<file path="src/rtl/ats_pkg.sv">
// Summary of operation
// - Arithmetic traps set sticky cause flags until written
// - Trap destination sets one bit of hidden mask
// - Reads present mask bits F31..F0, then I31..I0
// - A read clears the mask bit it presented if no other read came in the three cycles before it
// - Any write clears bits 8..2, keeps mask
// - Clear and shift land three cycles after read
// - Mask window bit 33, read-to-clear
// - Bit 8 on integer or convert overflow
// - Separate float cause flags in bits 7..3
// - Bit 2 set if all float traps qualified
// - Unqualified float trap clears bit 2 until write
`default_nettype none
package ats_pkg;

	// ----------------------------------------
	// Register layout
	// ----------------------------------------
	localparam int unsigned ATS_DATA_W  = 64;
	localparam int unsigned ATS_MASK_W  = 64;
	localparam int unsigned ATS_WIN_BIT = 33;
	localparam int unsigned ATS_FLG_HI  = 8;
	localparam int unsigned ATS_FLG_LO  = 2;
	localparam int unsigned ATS_IOV     = 8;
	localparam int unsigned ATS_INE     = 7;
	localparam int unsigned ATS_UNF     = 6;
	localparam int unsigned ATS_FOV     = 5;
	localparam int unsigned ATS_DZE     = 4;
	localparam int unsigned ATS_INV     = 3;
	localparam int unsigned ATS_SWC     = 2;

	// ----------------------------------------
	// Reset values and timing
	// ----------------------------------------
	localparam logic [6:0]  ATS_FLG_RST  = 7'h00;
	localparam logic [63:0] ATS_MASK_RST = 64'h0;
	localparam logic [5:0]  ATS_PTR_RST  = 6'h00;
	localparam logic [5:0]  ATS_PTR_TOP  = 6'h3f;
	localparam int unsigned ATS_CLR_LAT  = 3;

	// ----------------------------------------
	// Trap report from one execution unit
	// ----------------------------------------
	typedef struct packed {
		logic       vld;
		logic       is_fp;
		logic       sw_compl;
		logic       integer_overflow_flag;
		logic       imprecise_result_flag;
		logic       unf;
		logic       float_overflow_flag;
		logic       divide_zero_flag;
		logic       bad_operation_flag;
		logic       dest_fp;
		logic [4:0] dest_num;
	} ats_trap_t;

endpackage : ats_pkg
`default_nettype wire

</file>
<file path="src/rtl/ats_summary.sv">
`timescale 1ns/100ps
`default_nettype none
module ats_summary
(
	input  wire logic              clk_i,
	input  wire logic              sys_rst_i,
	input  wire logic              rd_i,
	input  wire logic              wr_i,
	input  wire ats_pkg::ats_trap_t int_trap_i,
	input  wire ats_pkg::ats_trap_t fp_trap_i,
	output logic [63:0]            rdata_o,
	output logic                   rd_ack_o
);

	// ----------------------------------------
	// State
	// ----------------------------------------
	logic [ats_pkg::ATS_FLG_HI:ats_pkg::ATS_FLG_LO] flags_q;
	logic [ats_pkg::ATS_FLG_HI:ats_pkg::ATS_FLG_LO] flags_d;
	logic                                          blk_q;
	logic                                          blk_d;
	logic [ats_pkg::ATS_MASK_W-1:0]                mask_q;
	logic [ats_pkg::ATS_MASK_W-1:0]                mask_d;
	logic [5:0]                                    ptr_q;
	logic [5:0]                                    ptr_d;
	logic [ats_pkg::ATS_CLR_LAT-1:0]               rdp_q;
	logic [ats_pkg::ATS_CLR_LAT-1:0]               rdp_d;
	logic [63:0]                                   rdata_q;
	logic [63:0]                                   rdata_d;
	logic                                          ack_q;
	logic [5:0]                                    win_idx;
	logic                                          any_trap;
	ats_pkg::ats_trap_t                            trp [2];

	assign trp[0]   = int_trap_i;
	assign trp[1]   = fp_trap_i;
	assign any_trap = int_trap_i.vld | fp_trap_i.vld;
	// Window walks from logical 63 (F31) down to 0 (I0)
	assign win_idx  = ats_pkg::ATS_PTR_TOP - ptr_q;

	// ----------------------------------------
	// Cause flags and completion tracking
	// ----------------------------------------
	always_comb
	begin
		flags_d = flags_q;
		blk_d   = blk_q;
		// Write clears first so a same-cycle trap still lands
		if (wr_i)
		begin
			flags_d = ats_pkg::ATS_FLG_RST;
			blk_d   = 1'b0;
		end
		for (int u = 0; u < 2; u++)
		begin
			if (trp[u].vld)
			begin
				flags_d[ats_pkg::ATS_IOV] = flags_d[ats_pkg::ATS_IOV] | trp[u].integer_overflow_flag;
				flags_d[ats_pkg::ATS_INE] = flags_d[ats_pkg::ATS_INE] | trp[u].imprecise_result_flag;
				flags_d[ats_pkg::ATS_UNF] = flags_d[ats_pkg::ATS_UNF] | trp[u].unf;
				flags_d[ats_pkg::ATS_FOV] = flags_d[ats_pkg::ATS_FOV] | trp[u].float_overflow_flag;
				flags_d[ats_pkg::ATS_DZE] = flags_d[ats_pkg::ATS_DZE] | trp[u].divide_zero_flag;
				flags_d[ats_pkg::ATS_INV] = flags_d[ats_pkg::ATS_INV] | trp[u].bad_operation_flag;
				if (trp[u].is_fp)
				begin
					if (!trp[u].sw_compl)
					begin
						flags_d[ats_pkg::ATS_SWC] = 1'b0;
						blk_d                     = 1'b1;
					end
					else if (!blk_d)
					begin
						flags_d[ats_pkg::ATS_SWC] = 1'b1;
					end
				end
			end
		end
	end

	always_ff @(posedge clk_i or posedge sys_rst_i)
	begin
		if (sys_rst_i)
		begin
			flags_q <= ats_pkg::ATS_FLG_RST;
			blk_q   <= 1'b0;
		end
		else
		begin
			flags_q <= flags_d;
			blk_q   <= blk_d;
		end
	end

	// ----------------------------------------
	// Hidden destination mask and window
	// ----------------------------------------
	always_comb
	begin
		mask_d = mask_q;
		ptr_d  = ptr_q;
		// Pending reads ride a shift pipe as deep as the clear latency
		rdp_d  = {rdp_q[ats_pkg::ATS_CLR_LAT-2:0], rd_i};
		// Late clear uses the live pointer; close reads see stale bits
		if (rdp_q[ats_pkg::ATS_CLR_LAT-1])
		begin
			mask_d[win_idx] = 1'b0;
			ptr_d           = ptr_q + 6'h01;
		end
		// Record after the clear so a new trap is never lost
		for (int u = 0; u < 2; u++)
		begin
			if (trp[u].vld)
			begin
				mask_d[{trp[u].dest_fp, trp[u].dest_num}] = 1'b1;
			end
		end
	end

	always_ff @(posedge clk_i or posedge sys_rst_i)
	begin
		if (sys_rst_i)
		begin
			mask_q <= ats_pkg::ATS_MASK_RST;
			ptr_q  <= ats_pkg::ATS_PTR_RST;
			rdp_q  <= '0;
		end
		else
		begin
			mask_q <= mask_d;
			ptr_q  <= ptr_d;
			rdp_q  <= rdp_d;
		end
	end

	// ----------------------------------------
	// Read data
	// ----------------------------------------
	always_comb
	begin
		rdata_d = rdata_q;
		// Flags as they stood before any trap landing this cycle
		if (rd_i)
		begin
			rdata_d                                           = '0;
			rdata_d[ats_pkg::ATS_WIN_BIT]                     = mask_q[win_idx];
			rdata_d[ats_pkg::ATS_FLG_HI:ats_pkg::ATS_FLG_LO] = flags_q;
		end
	end

	always_ff @(posedge clk_i or posedge sys_rst_i)
	begin
		if (sys_rst_i)
		begin
			rdata_q <= '0;
			ack_q   <= 1'b0;
		end
		else
		begin
			rdata_q <= rdata_d;
			ack_q   <= rd_i;
		end
	end

	assign rdata_o  = rdata_q;
	assign rd_ack_o = ack_q;
endmodule : ats_summary
`default_nettype wire

</file>
<file path="config.mk">
export PLATFORM = sky130hd
export DESIGN_NAME = ats_summary
export DESIGN_NICKNAME = d
export VERILOG_FILES = /design/src/rtl/ats_pkg.sv /design/src/rtl/ats_summary.sv
export SDC_FILE = /design/constraint.sdc
export NUM_CORES = 1
export LEC_CHECK = 0
export ABC_CLOCK_PERIOD_IN_PS = 6100
export BUFFER_PORTS_ARGS = -buffer_cell sky130_fd_sc_hd__buf_2
export CAP_MARGIN = 25
export CELL_PAD_IN_SITES_DETAIL_PLACEMENT = 0
export CELL_PAD_IN_SITES_GLOBAL_PLACEMENT = 1
export CORE_ASPECT_RATIO = 1.1
export CORE_MARGIN = 5
export CORE_UTILIZATION = 46
export DETAILED_ROUTE_END_ITERATION = 16
export PLACE_DENSITY = 0.9
export SLEW_MARGIN = 20
export SYNTH_ARGS = -nofsm -noshare
export SYNTH_HDL_FRONTEND = slang
export SYNTH_SLANG_ARGS = --single-unit
</file>
<file path="constraint.sdc">
create_clock -name clk_i -period 6.1 [get_ports clk_i]
set_input_delay 1.22 -clock clk_i [delete_from_list [all_inputs] [get_ports clk_i]]
set_output_delay 1.22 -clock clk_i [all_outputs]
set_load 0.02 [all_outputs]
</file>
After elaboration in Yosys (flattened, before gate mapping)
Index checks and enable logic that the tools add are counted.
Storage, ports and cells
  bits in registers: 90
  logic and storage cells: 61
Cells by class
  add/sub/neg operators: 2
  order comparisons: 6
  multiplexer cells: 27
  bitwise gates (word level): 16
  reduce and logical (&&, ||, !) cells: 3
Operators by type and width (count)
  two-way mux 64 bit: 3
  bitwise OR 64 bit: 2
  bitwise AND 64 bit: 1
  NOT 64 bit: 1
  < comparator 6 x 7 -> 1 bit (second input constant): 3
  two-way mux 7 bit: 3
  demux 1 bit (select 6 bit): 3
  greater-or-equal comparator 6 x 1 -> 1 bit (second input constant): 3
  two-way mux 1 bit: 17
  bitwise OR 1 bit: 12
  adder 6 x 1 -> 6 bit (second input constant): 1
  binary-select mux 1 bit (select 6 bit): 1
  subtractor 6 bit (first input constant): 1
  logical AND 1 bit: 3

Longest topological paths before layout
Gate-level depths: netlist of run 1.
  depth after elaboration: 12
  gate-level depth with buffers: 7
  depth with buffers taken out: 5

Least setup slack after synthesis of run 1
No wires, ideal clock.
  path type: input port to flip-flop
  start: input fp_trap_i[1] (netlist bit)
  end: register mask_q[58] (netlist bit)
  data arrival time: 2.239 ns
  slack: 3.773 ns
  cell stages on the path: 5
  buffers on the path: 1
  path through: clkbuf_2 or3b_2 nor2_1 nand4_1 o211ai_1
On the way
  cells in the longest elaborated chain, start to end: 6
  elaborated cells on any way between the ends: 7
RTL lines
  start, declared: RTL line ats_summary.sv:10  | input wire ats_pkg::ats_trap_t fp_trap_i,
  < comparator 6 x 7 -> 1 bit (not written as such) / greater-or-equal comparator 6 x 1 -> 1 bit (equally long branches): RTL line ats_summary.sv:114  | mask_d[{trp[u].dest_fp, trp[u].dest_num}] = 1'b1;
  logical AND 1 bit (not written as such): RTL line ats_summary.sv:114
  two-way mux 1 bit (not written as such): RTL line ats_summary.sv:114
  demux 1 bit (select 6 bit) *: RTL line ats_summary.sv:114
  bitwise OR 64 bit (no source line) *
  two-way mux 64 bit *: RTL line ats_summary.sv:112  | if (trp[u].vld)
  net mask_d (one bit): RTL line ats_summary.sv:23  | logic [ats_pkg::ATS_MASK_W-1:0] mask_d;
  end signal, assigned: RTL line ats_summary.sv:123  | mask_q <= ats_pkg::ATS_MASK_RST;
  end signal, assigned: RTL line ats_summary.sv:129  | mask_q <= mask_d;
  end, declared: RTL line ats_summary.sv:22  | logic [ats_pkg::ATS_MASK_W-1:0] mask_q;
Mark *: on every way through the listed nets, which the timed path passes. The rest lies on a longest branch.
A chain may end at the register's enable or synchronous reset.

Worst setup path after layout of run 1
  start: register ptr_q[0]
  end: register mask_q[54] (netlist bit)
On the way
  cells in the longest elaborated chain, start to end: 12
  elaborated cells on any way between the ends: 13
RTL lines
  start, declared: RTL line ats_summary.sv:24  | logic [5:0] ptr_q;
  start signal, assigned: RTL line ats_summary.sv:124  | ptr_q <= ats_pkg::ATS_PTR_RST;
  start signal, assigned: RTL line ats_summary.sv:130  | ptr_q <= ptr_d;
  subtractor 6 bit *: RTL line ats_summary.sv:39  | assign win_idx = ats_pkg::ATS_PTR_TOP - ptr_q;
  < comparator 6 x 7 -> 1 bit (not written as such) / greater-or-equal comparator 6 x 1 -> 1 bit (equally long branches): RTL line ats_summary.sv:106  | mask_d[win_idx] = 1'b0;
  logical AND 1 bit (not written as such): RTL line ats_summary.sv:106
  two-way mux 1 bit (not written as such): RTL line ats_summary.sv:106
  demux 1 bit (select 6 bit) *: RTL line ats_summary.sv:106
  NOT 64 bit (no source line) *
  bitwise AND 64 bit (no source line) *
  two-way mux 64 bit *: RTL line ats_summary.sv:104  | if (rdp_q[ats_pkg::ATS_CLR_LAT-1])
  bitwise OR 64 bit (no source line)
  two-way mux 64 bit *: RTL line ats_summary.sv:112
  bitwise OR 64 bit (no source line)
  two-way mux 64 bit *: RTL line ats_summary.sv:112
  net mask_d (one bit): RTL line ats_summary.sv:23
Marks and branches as above.

==> results.yml, run 1 <==
min_path:
  hold_path.class: "register to register"
critical_path:
  cp-start-kind: "register"
  r2r_slack_ns: 3.63
  critPathKind: "register to register"
  end_kind: "register"
  worstPathRequired_ns: 6.30
  arrival_ns: 2.67
  cp_max_fo: 35
detailed_routing:
  finalWirelength_mm: 15.8
  vias: 4495
  ant_nets: 0
  via_per_inst: 6.53
  first_pass_iters: 7
  routedWlPerCell_um: 23.0
  drc_errors: 0
  first_iter_violations: 578
layout:
  drive_gt1_share_pct: 16.5
  nNetsFinal: 571
  fin_util_pct: 50.3
  final_cells: 688
  diodes: 0
  syn2layout_area_growth_pct: 7.42
synthesis:
  synth_seq_cells: 89
  ys_warn_count: 0
  synth_top_family_by_area: "compound AO/OA/AOI/OAI gates"
  synth-xor-area-share_pct: 0.686
  synthSimpleGateAreaFrac_pct: 12.1
  yosysSeqAreaShare_pct: 43.6
  synth_edf_count: 0
  synthAdderAreaFrac_pct: 0.245
  yosysUniqueCellTypes: 50
  async_reset_ff_share_pct: 100
  avgSynthCellArea_um2: 9.96
  synth_top_area_share_pct: 43.6
  yosys_most_used_dff: "dfrtp_1"
  muxShareOfSynthArea_pct: 7.01
  synth_compound_area_share_pct: 23.7
  synth_cells: 513
  synth_area_um2: 5110
  synth_top_cell_by_area: "dfrtp_1"
  synth_area_leaders: "dfrtp_1 44%, o221ai_1 9.4%, buf_4 8.5%"
place:
  routabilityCongestion: 0.978
  dp.cells: 672
  hpwlAfterDp_mm: 10.7
  io_buffers: 42
timing:
  fmax_mhz: 404
  rsz0062_at_grt: "false"
  worst_slew_margin_rel_pct: 40.9
  finalSetupViolations: 0
  tns_ns: 0
  hold_violations: 0
  clock_skew_ns: 0.00806
  fin_crit_ns: 2.47
  tightest_slew_ns: 0.887
  maxSlewViolCount: 0
  fin_crit_sh_pct: 40.6
pwr:
  power_w: 0.00251
  p_per_area_nw_per_um2: 458
  p_leak_nw: 2.07
  ir_worst_vdd_mv: 0.211
outcome:
  outcome: "finished, final reports clean"
die:
  die_w_um: 110
  rows: 40
  initial_utilization_pct: 46.8
  pin_count: 99
  core_area_um2: 10900
  die_area_um2: 13300
  fp.dieH_um: 121
grt:
  grt_pass1_wl_mm: 24.1
  grt_pass1_vias: 4344
  track_usage_pct: 23.3
  antenna_found_initial: 0
  grt_max_degree: 56
  gr-total-overflow: 0
clocking:
  htreeDepth: 3
  postCtsResizedCells: 0
  cts_hold_buf: 0
  cts_tree: "done"
  cts.sinks: 89
  clockBufferDepth: 2
  root_buffer: "clkbuf_16"
  clkTransAtPathRegs_ns: 0.06
  post_cts_buffers: 0
  insertion_delay_ns: 0.35
  cts_buffers: 9
job:
  max-cap-violations: 0
==> kinds of logic (layout without fill, tap and decap cells) <==
family / after synthesis / in the layout
simple gates: 114 / 114
buf+inv: 100 / 73
mux: 32 / 32
flops: 89 / 89
other cells: 1 / 56
compound gates: 172 / 172
fa+ha+maj: 1 / 1
xor+xnor: 4 / 4
==> synth_stat cells (2+ instances only) <==
| master | number |
|---|---|
| and2_1 | 2 |
| buf_2 | 7 |
| xnor2_1 | 3 |
| a21oi_1 | 4 |
| nand3b_1 | 9 |
| buf_1 | 2 |
| o22ai_1 | 3 |
| buf_6 | 3 |
| mux2_2 | 15 |
| nand3_1 | 22 |
| dfrtp_1 | 89 |
| o31ai_1 | 3 |
| o211ai_1 | 9 |
| o221ai_1 | 55 |
| nor2_1 | 13 |
| nand4b_1 | 5 |
| a221oi_1 | 4 |
| a22oi_1 | 14 |
| a31oi_1 | 2 |
| nor2b_1 | 10 |
| clkbuf_1 | 15 |
| inv_1 | 13 |
| a221oi_2 | 2 |
| nand4_1 | 7 |
| nand2b_1 | 3 |
| nand2_1 | 30 |
| buf_4 | 58 |
| o21ai_0 | 71 |
| mux2i_1 | 14 |
| or3_1 | 3 |
| or3b_2 | 4 |
==> layout make-up <==
type                    count  area, um^2
flip-flops and latches     89        2230
inverters                  13        50.0
fillers                  1032        5420
multi-input cells         379        2440
well taps                 147         184
repair buffers             44         225
clock inverters             4        98.8
clock buffers              12         256
==> report_power, final <==
part	total [W]	switching [W]	internal (W)
sequential	0.000978	0.000197	0.000781
clock	0.000658	0.000234	0.000424
combinational	0.000877	0.000528	0.000348
total	0.00251	0.000959	0.00155
==> worst paths after layout <==
kind,startpoint,end,depth (start not counted)
worst max-delay path,ptr_q[0],mask_q[54],5
worst max register to register,ptr_q[0],mask_q[54],5
worst min register to register,rdp_q[1],rdp_q[2],0
min in group asynchronous,sys_rst_i,rdata_o[5],2
worst min-delay path,rdp_q[1],rdp_q[2],0
max in group asynchronous,sys_rst_i,mask_q[42],3
==> registers in the layout, indices dropped and copies added, names as in the netlist <==
register,count
mask_q,64
ptr_q,6
flags_q,7
rdata_o,8
blk_q,1
rdp_q,3
==> layer usage <==
| layer | GRT usage [%] | up-vias | wire (um) |
|---|---|---|---|
| met4 | 17.6 | 0 | 971 |
| met3 | 5.21 | 68 | 1870 |
| met5 | 0 | - | 0 |
| met1 | 29.3 | 2168 | 5820 |
| li1 | - | 1880 | - |
| met2 | 34.8 | 379 | 7150 |
==> critical path, cell delays in order (launching register included) <==
cell      delay, ns
dfrtp_1        0.32
buf_4          0.44
nor2b_1        0.65
nand3_1        0.43
o21ai_0        0.32
o221ai_1       0.15
==> cell usage in the layout, fill, tap and decap left out, types with 4 or more instances in the layout <==
| cell type | count |
|---|---|
| a21oi_1 | 4 |
| a221oi_1 | 4 |
| a22oi_1 | 14 |
| buf_2 | 42 |
| clkbuf_16 | 9 |
| conb_1 | 56 |
| dfrtp_1 | 89 |
| inv_1 | 12 |
| mux2_2 | 15 |
| mux2i_1 | 14 |
| nand2_1 | 30 |
| nand3_1 | 22 |
| nand3b_1 | 9 |
| nand4_1 | 7 |
| nand4b_1 | 5 |
| nor2_1 | 13 |
| nor2b_1 | 10 |
| o211ai_1 | 9 |
| o21ai_0 | 71 |
| o221ai_1 | 55 |
| or3b_2 | 4 |
==> stage by stage <==
| stage | setup WS [ns] | cell area [um^2] | hold WS [ns] |
|---|---|---|---|
| detailed placement | 3.58 | 5130 | 0.342 |
| global placement | 3.63 | 5130 | 0.337 |
| global route | 3.56 | 5490 | 0.358 |
| floorplan | 2.57 | 5310 | 0.331 |
| finish | 3.63 | 5490 | 0.355 |
| CTS | 3.71 | 5490 | 0.356 |
No activity file was read; power rests on OpenSTA's default activity.
==> run 2, diff against run 1 <==
--- a/config.mk
+++ b/config.mk
@@ -5,16 +5,17 @@
 export SDC_FILE = /design/constraint.sdc
 export NUM_CORES = 1
 export LEC_CHECK = 0
-export ABC_CLOCK_PERIOD_IN_PS = 6100
+export ABC_AREA = 1
+export ABC_CLOCK_PERIOD_IN_PS = 2460
 export BUFFER_PORTS_ARGS = -buffer_cell sky130_fd_sc_hd__buf_2
 export CAP_MARGIN = 25
 export CELL_PAD_IN_SITES_DETAIL_PLACEMENT = 0
 export CELL_PAD_IN_SITES_GLOBAL_PLACEMENT = 1
 export CORE_ASPECT_RATIO = 1.1
 export CORE_MARGIN = 5
-export CORE_UTILIZATION = 46
+export CORE_UTILIZATION = 41
 export DETAILED_ROUTE_END_ITERATION = 16
-export PLACE_DENSITY = 0.9
+export PLACE_DENSITY = 0.85
 export SLEW_MARGIN = 20
 export SYNTH_ARGS = -nofsm -noshare
 export SYNTH_HDL_FRONTEND = slang
==> constraint.sdc (replaced) <==
create_clock -name clk_i -period 2.46 [get_ports clk_i]
set_input_delay 0.492 -clock clk_i [delete_from_list [all_inputs] [get_ports clk_i]]
set_output_delay 0.492 -clock clk_i [all_outputs]
set_load 0.02 [all_outputs]
==> results.yml, run 2 <==
timing:
  tns_ns: 0
  fin_crit_sh_pct: 86.6
  setup_slack_ns: 0.331
  fin_crit_ns: 2.13
  hold_violations: 0
  clock_skew_ns: 0.00634
  finalSetupViolations: 0
  maxSlewViolCount: 0
  fmax_mhz: 470
  tightest_slew_ns: 0.606
  worst_slew_margin_rel_pct: 59.6
  rsz0062_at_grt: "false"
critical_path:
  r2r_slack_ns: 0.33
  cp_max_fo: 11
  critPathKind: "register to register"
  r2r_cells: 5
  cp-start-kind: "register"
  arrival_ns: 2.34
  worstPathRequired_ns: 2.67
  end_kind: "register"
outcome:
  outcome: "finished, final reports clean"
grt:
  grt_use_met3_pct: 6.99
  grt_pass1_vias: 4710
  grt_pass1_wl_mm: 26.7
  use_met2_pct: 33.8
  track_usage_pct: 22.5
  grt_util_met1_pct: 30.0
  grt_max_degree: 50
  antenna_found_initial: 0
  grt_busiest_layer: "met2"
  gr-total-overflow: 0
clocking:
  insertion_delay_ns: 0.35
  clockBufferDepth: 2
  cts_hold_buf: 0
  cts_buffers: 9
  clkTransAtPathRegs_ns: 0.07
  htreeDepth: 3
  cts_tree: "done"
  postCtsResizedCells: 0
  root_buffer: "clkbuf_16"
  cts.sinks: 89
  post_cts_buffers: 0
detailed_routing:
  routedWlPerCell_um: 19.7
  finalWirelength_mm: 17.1
  vias: 4970
  ant_nets: 0
  first_iter_violations: 519
  drc_errors: 0
  via_per_inst: 5.70
  first_pass_iters: 5
die:
  die_w_um: 118
  initial_utilization_pct: 41.9
  core_area_um2: 12600
  die_area_um2: 15200
  rows: 43
  fp.dieH_um: 129
  pin_count: 99
layout:
  final_cell_mix: "121 x nand2_1, 99 x inv_1, 89 x dfrtp_1"
  syn2layout_area_growth_pct: 8.54
  final_cells: 872
  largest_reg_flops: 64
  final_area_um2: 5730
  largest_register: "mask_q"
  diodes: 0
  final_common_cell: "nand2_1"
  nNetsFinal: 745
  drive_gt1_share_pct: 12.3
place:
  dp.cells: 856
  io_buffers: 42
  place_area_um2: 5440
  hpwlAfterDp_mm: 12.3
  routabilityCongestion: 0.946
  dp_worst_setup_slack_ns: 0.449
synthesis:
  synth_top_cell_by_area: "dfrtp_1"
  synth_edf_count: 0
  yosysSeqAreaShare_pct: 42.2
  synth_area_um2: 5280
  synth_commonest_cells: "121 x nand2_1, 100 x inv_1, 89 x dfrtp_1"
  synth_area_leaders: "dfrtp_1 42%, o221ai_1 8.8%, nand2_1 8.6%"
  async_reset_ff_share_pct: 100
  ys_warn_count: 0
  synth_seq_cells: 89
  synth_cells: 668
  synth_most_common_cell: "nand2_1"
  yosysUniqueCellTypes: 33
  avgSynthCellArea_um2: 7.90
  yosys_most_used_dff: "dfrtp_1"
  synth_top_area_share_pct: 42.2
pwr:
  p_leak_nw: 2.63
  ir_worst_vdd_mv: 0.352
  power_w: 0.00556
  p_per_area_nw_per_um2: 971
min_path:
  hold_path.class: "input pin to async pin"
job:
  max-cap-violations: 0
run 2: cell count changes in the layout (fill, tap and decap cells not counted), moves of 14 or more:
cell and delta:
nor2_1 +33, o21ai_1 +28, mux2i_1 -14, o21ai_0 -30, inv_1 +87, nand2_1 +91, nor3_1 +20
run 2: routing by layer:
layer | vias up | share of wire, %
met3 | 45 | 11
met1 | 2366 | 40
met2 | 324 | 44
met5 | - | 0
met4 | 0 | 4.2
li1 | 2235 | -
run 2: cell families (layout without fill, tap and decap cells):
logic type,count (synthesis),after routing,share of synthesized area [%]
AOI/OAI and AO/OA,152,152,19.5
xor gates and xnor gates,2,2,0.332
and+or+nand+nor,234,234,18.8
buffers and inverters,182,174,17.3
muxes,7,7,1.49
other,1,56,0.0711
DFF,89,89,42.2
adders and majority gates,1,1,0.237
run 2: path summary, 6_finish.rpt:
path,start,to
setup reg to reg,ptr_q[2],mask_q[3]
hold / removal,sys_rst_i,mask_q[20]
setup / recovery,ptr_q[2],mask_q[3]
max in group asynchronous,sys_rst_i,rdp_q[1]
hold reg to reg,rdp_q[1],rdp_q[2]
min in group clk_i,int_trap_i[9],flags_q[6]
run 2: report_power, final:
group	leakage, nW	switching [W]	total, W	internal, W
clock network	0.143	0.000643	0.00135	0.000707
logic	1.55	0.00130	0.00195	0.000651
registers	0.929	0.000323	0.00226	0.00194
run 2: through the flow:
| stage | util (%) | hold slack [ns] |
|---|---|---|
| finish | 45.5 | 0.188 |
| global route | 45.5 | 0.231 |
| CTS | 45.5 | 0.207 |
| detailed placement | 43.2 | 0.337 |
| global placement | 43.2 | 0.346 |
| floorplan | - | 0.331 |
run 2: final cells by class:
type	instances	area, um^2
fill	1282	6860
multi-input combinational	452	2340
sequential	89	2230
inverter	112	424
timing repair buffer	46	253
clock buffer	9	225
tap	157	196
clock inverter	7	60.1
run 2: worst max-delay path, stage by stage (launching register included):
cell and delay [ns]:
dfrtp_1 0.53, inv_2 0.07, nor2_2 0.48, nand2_1 0.42, o31ai_1 0.32, o221ai_1 0.16
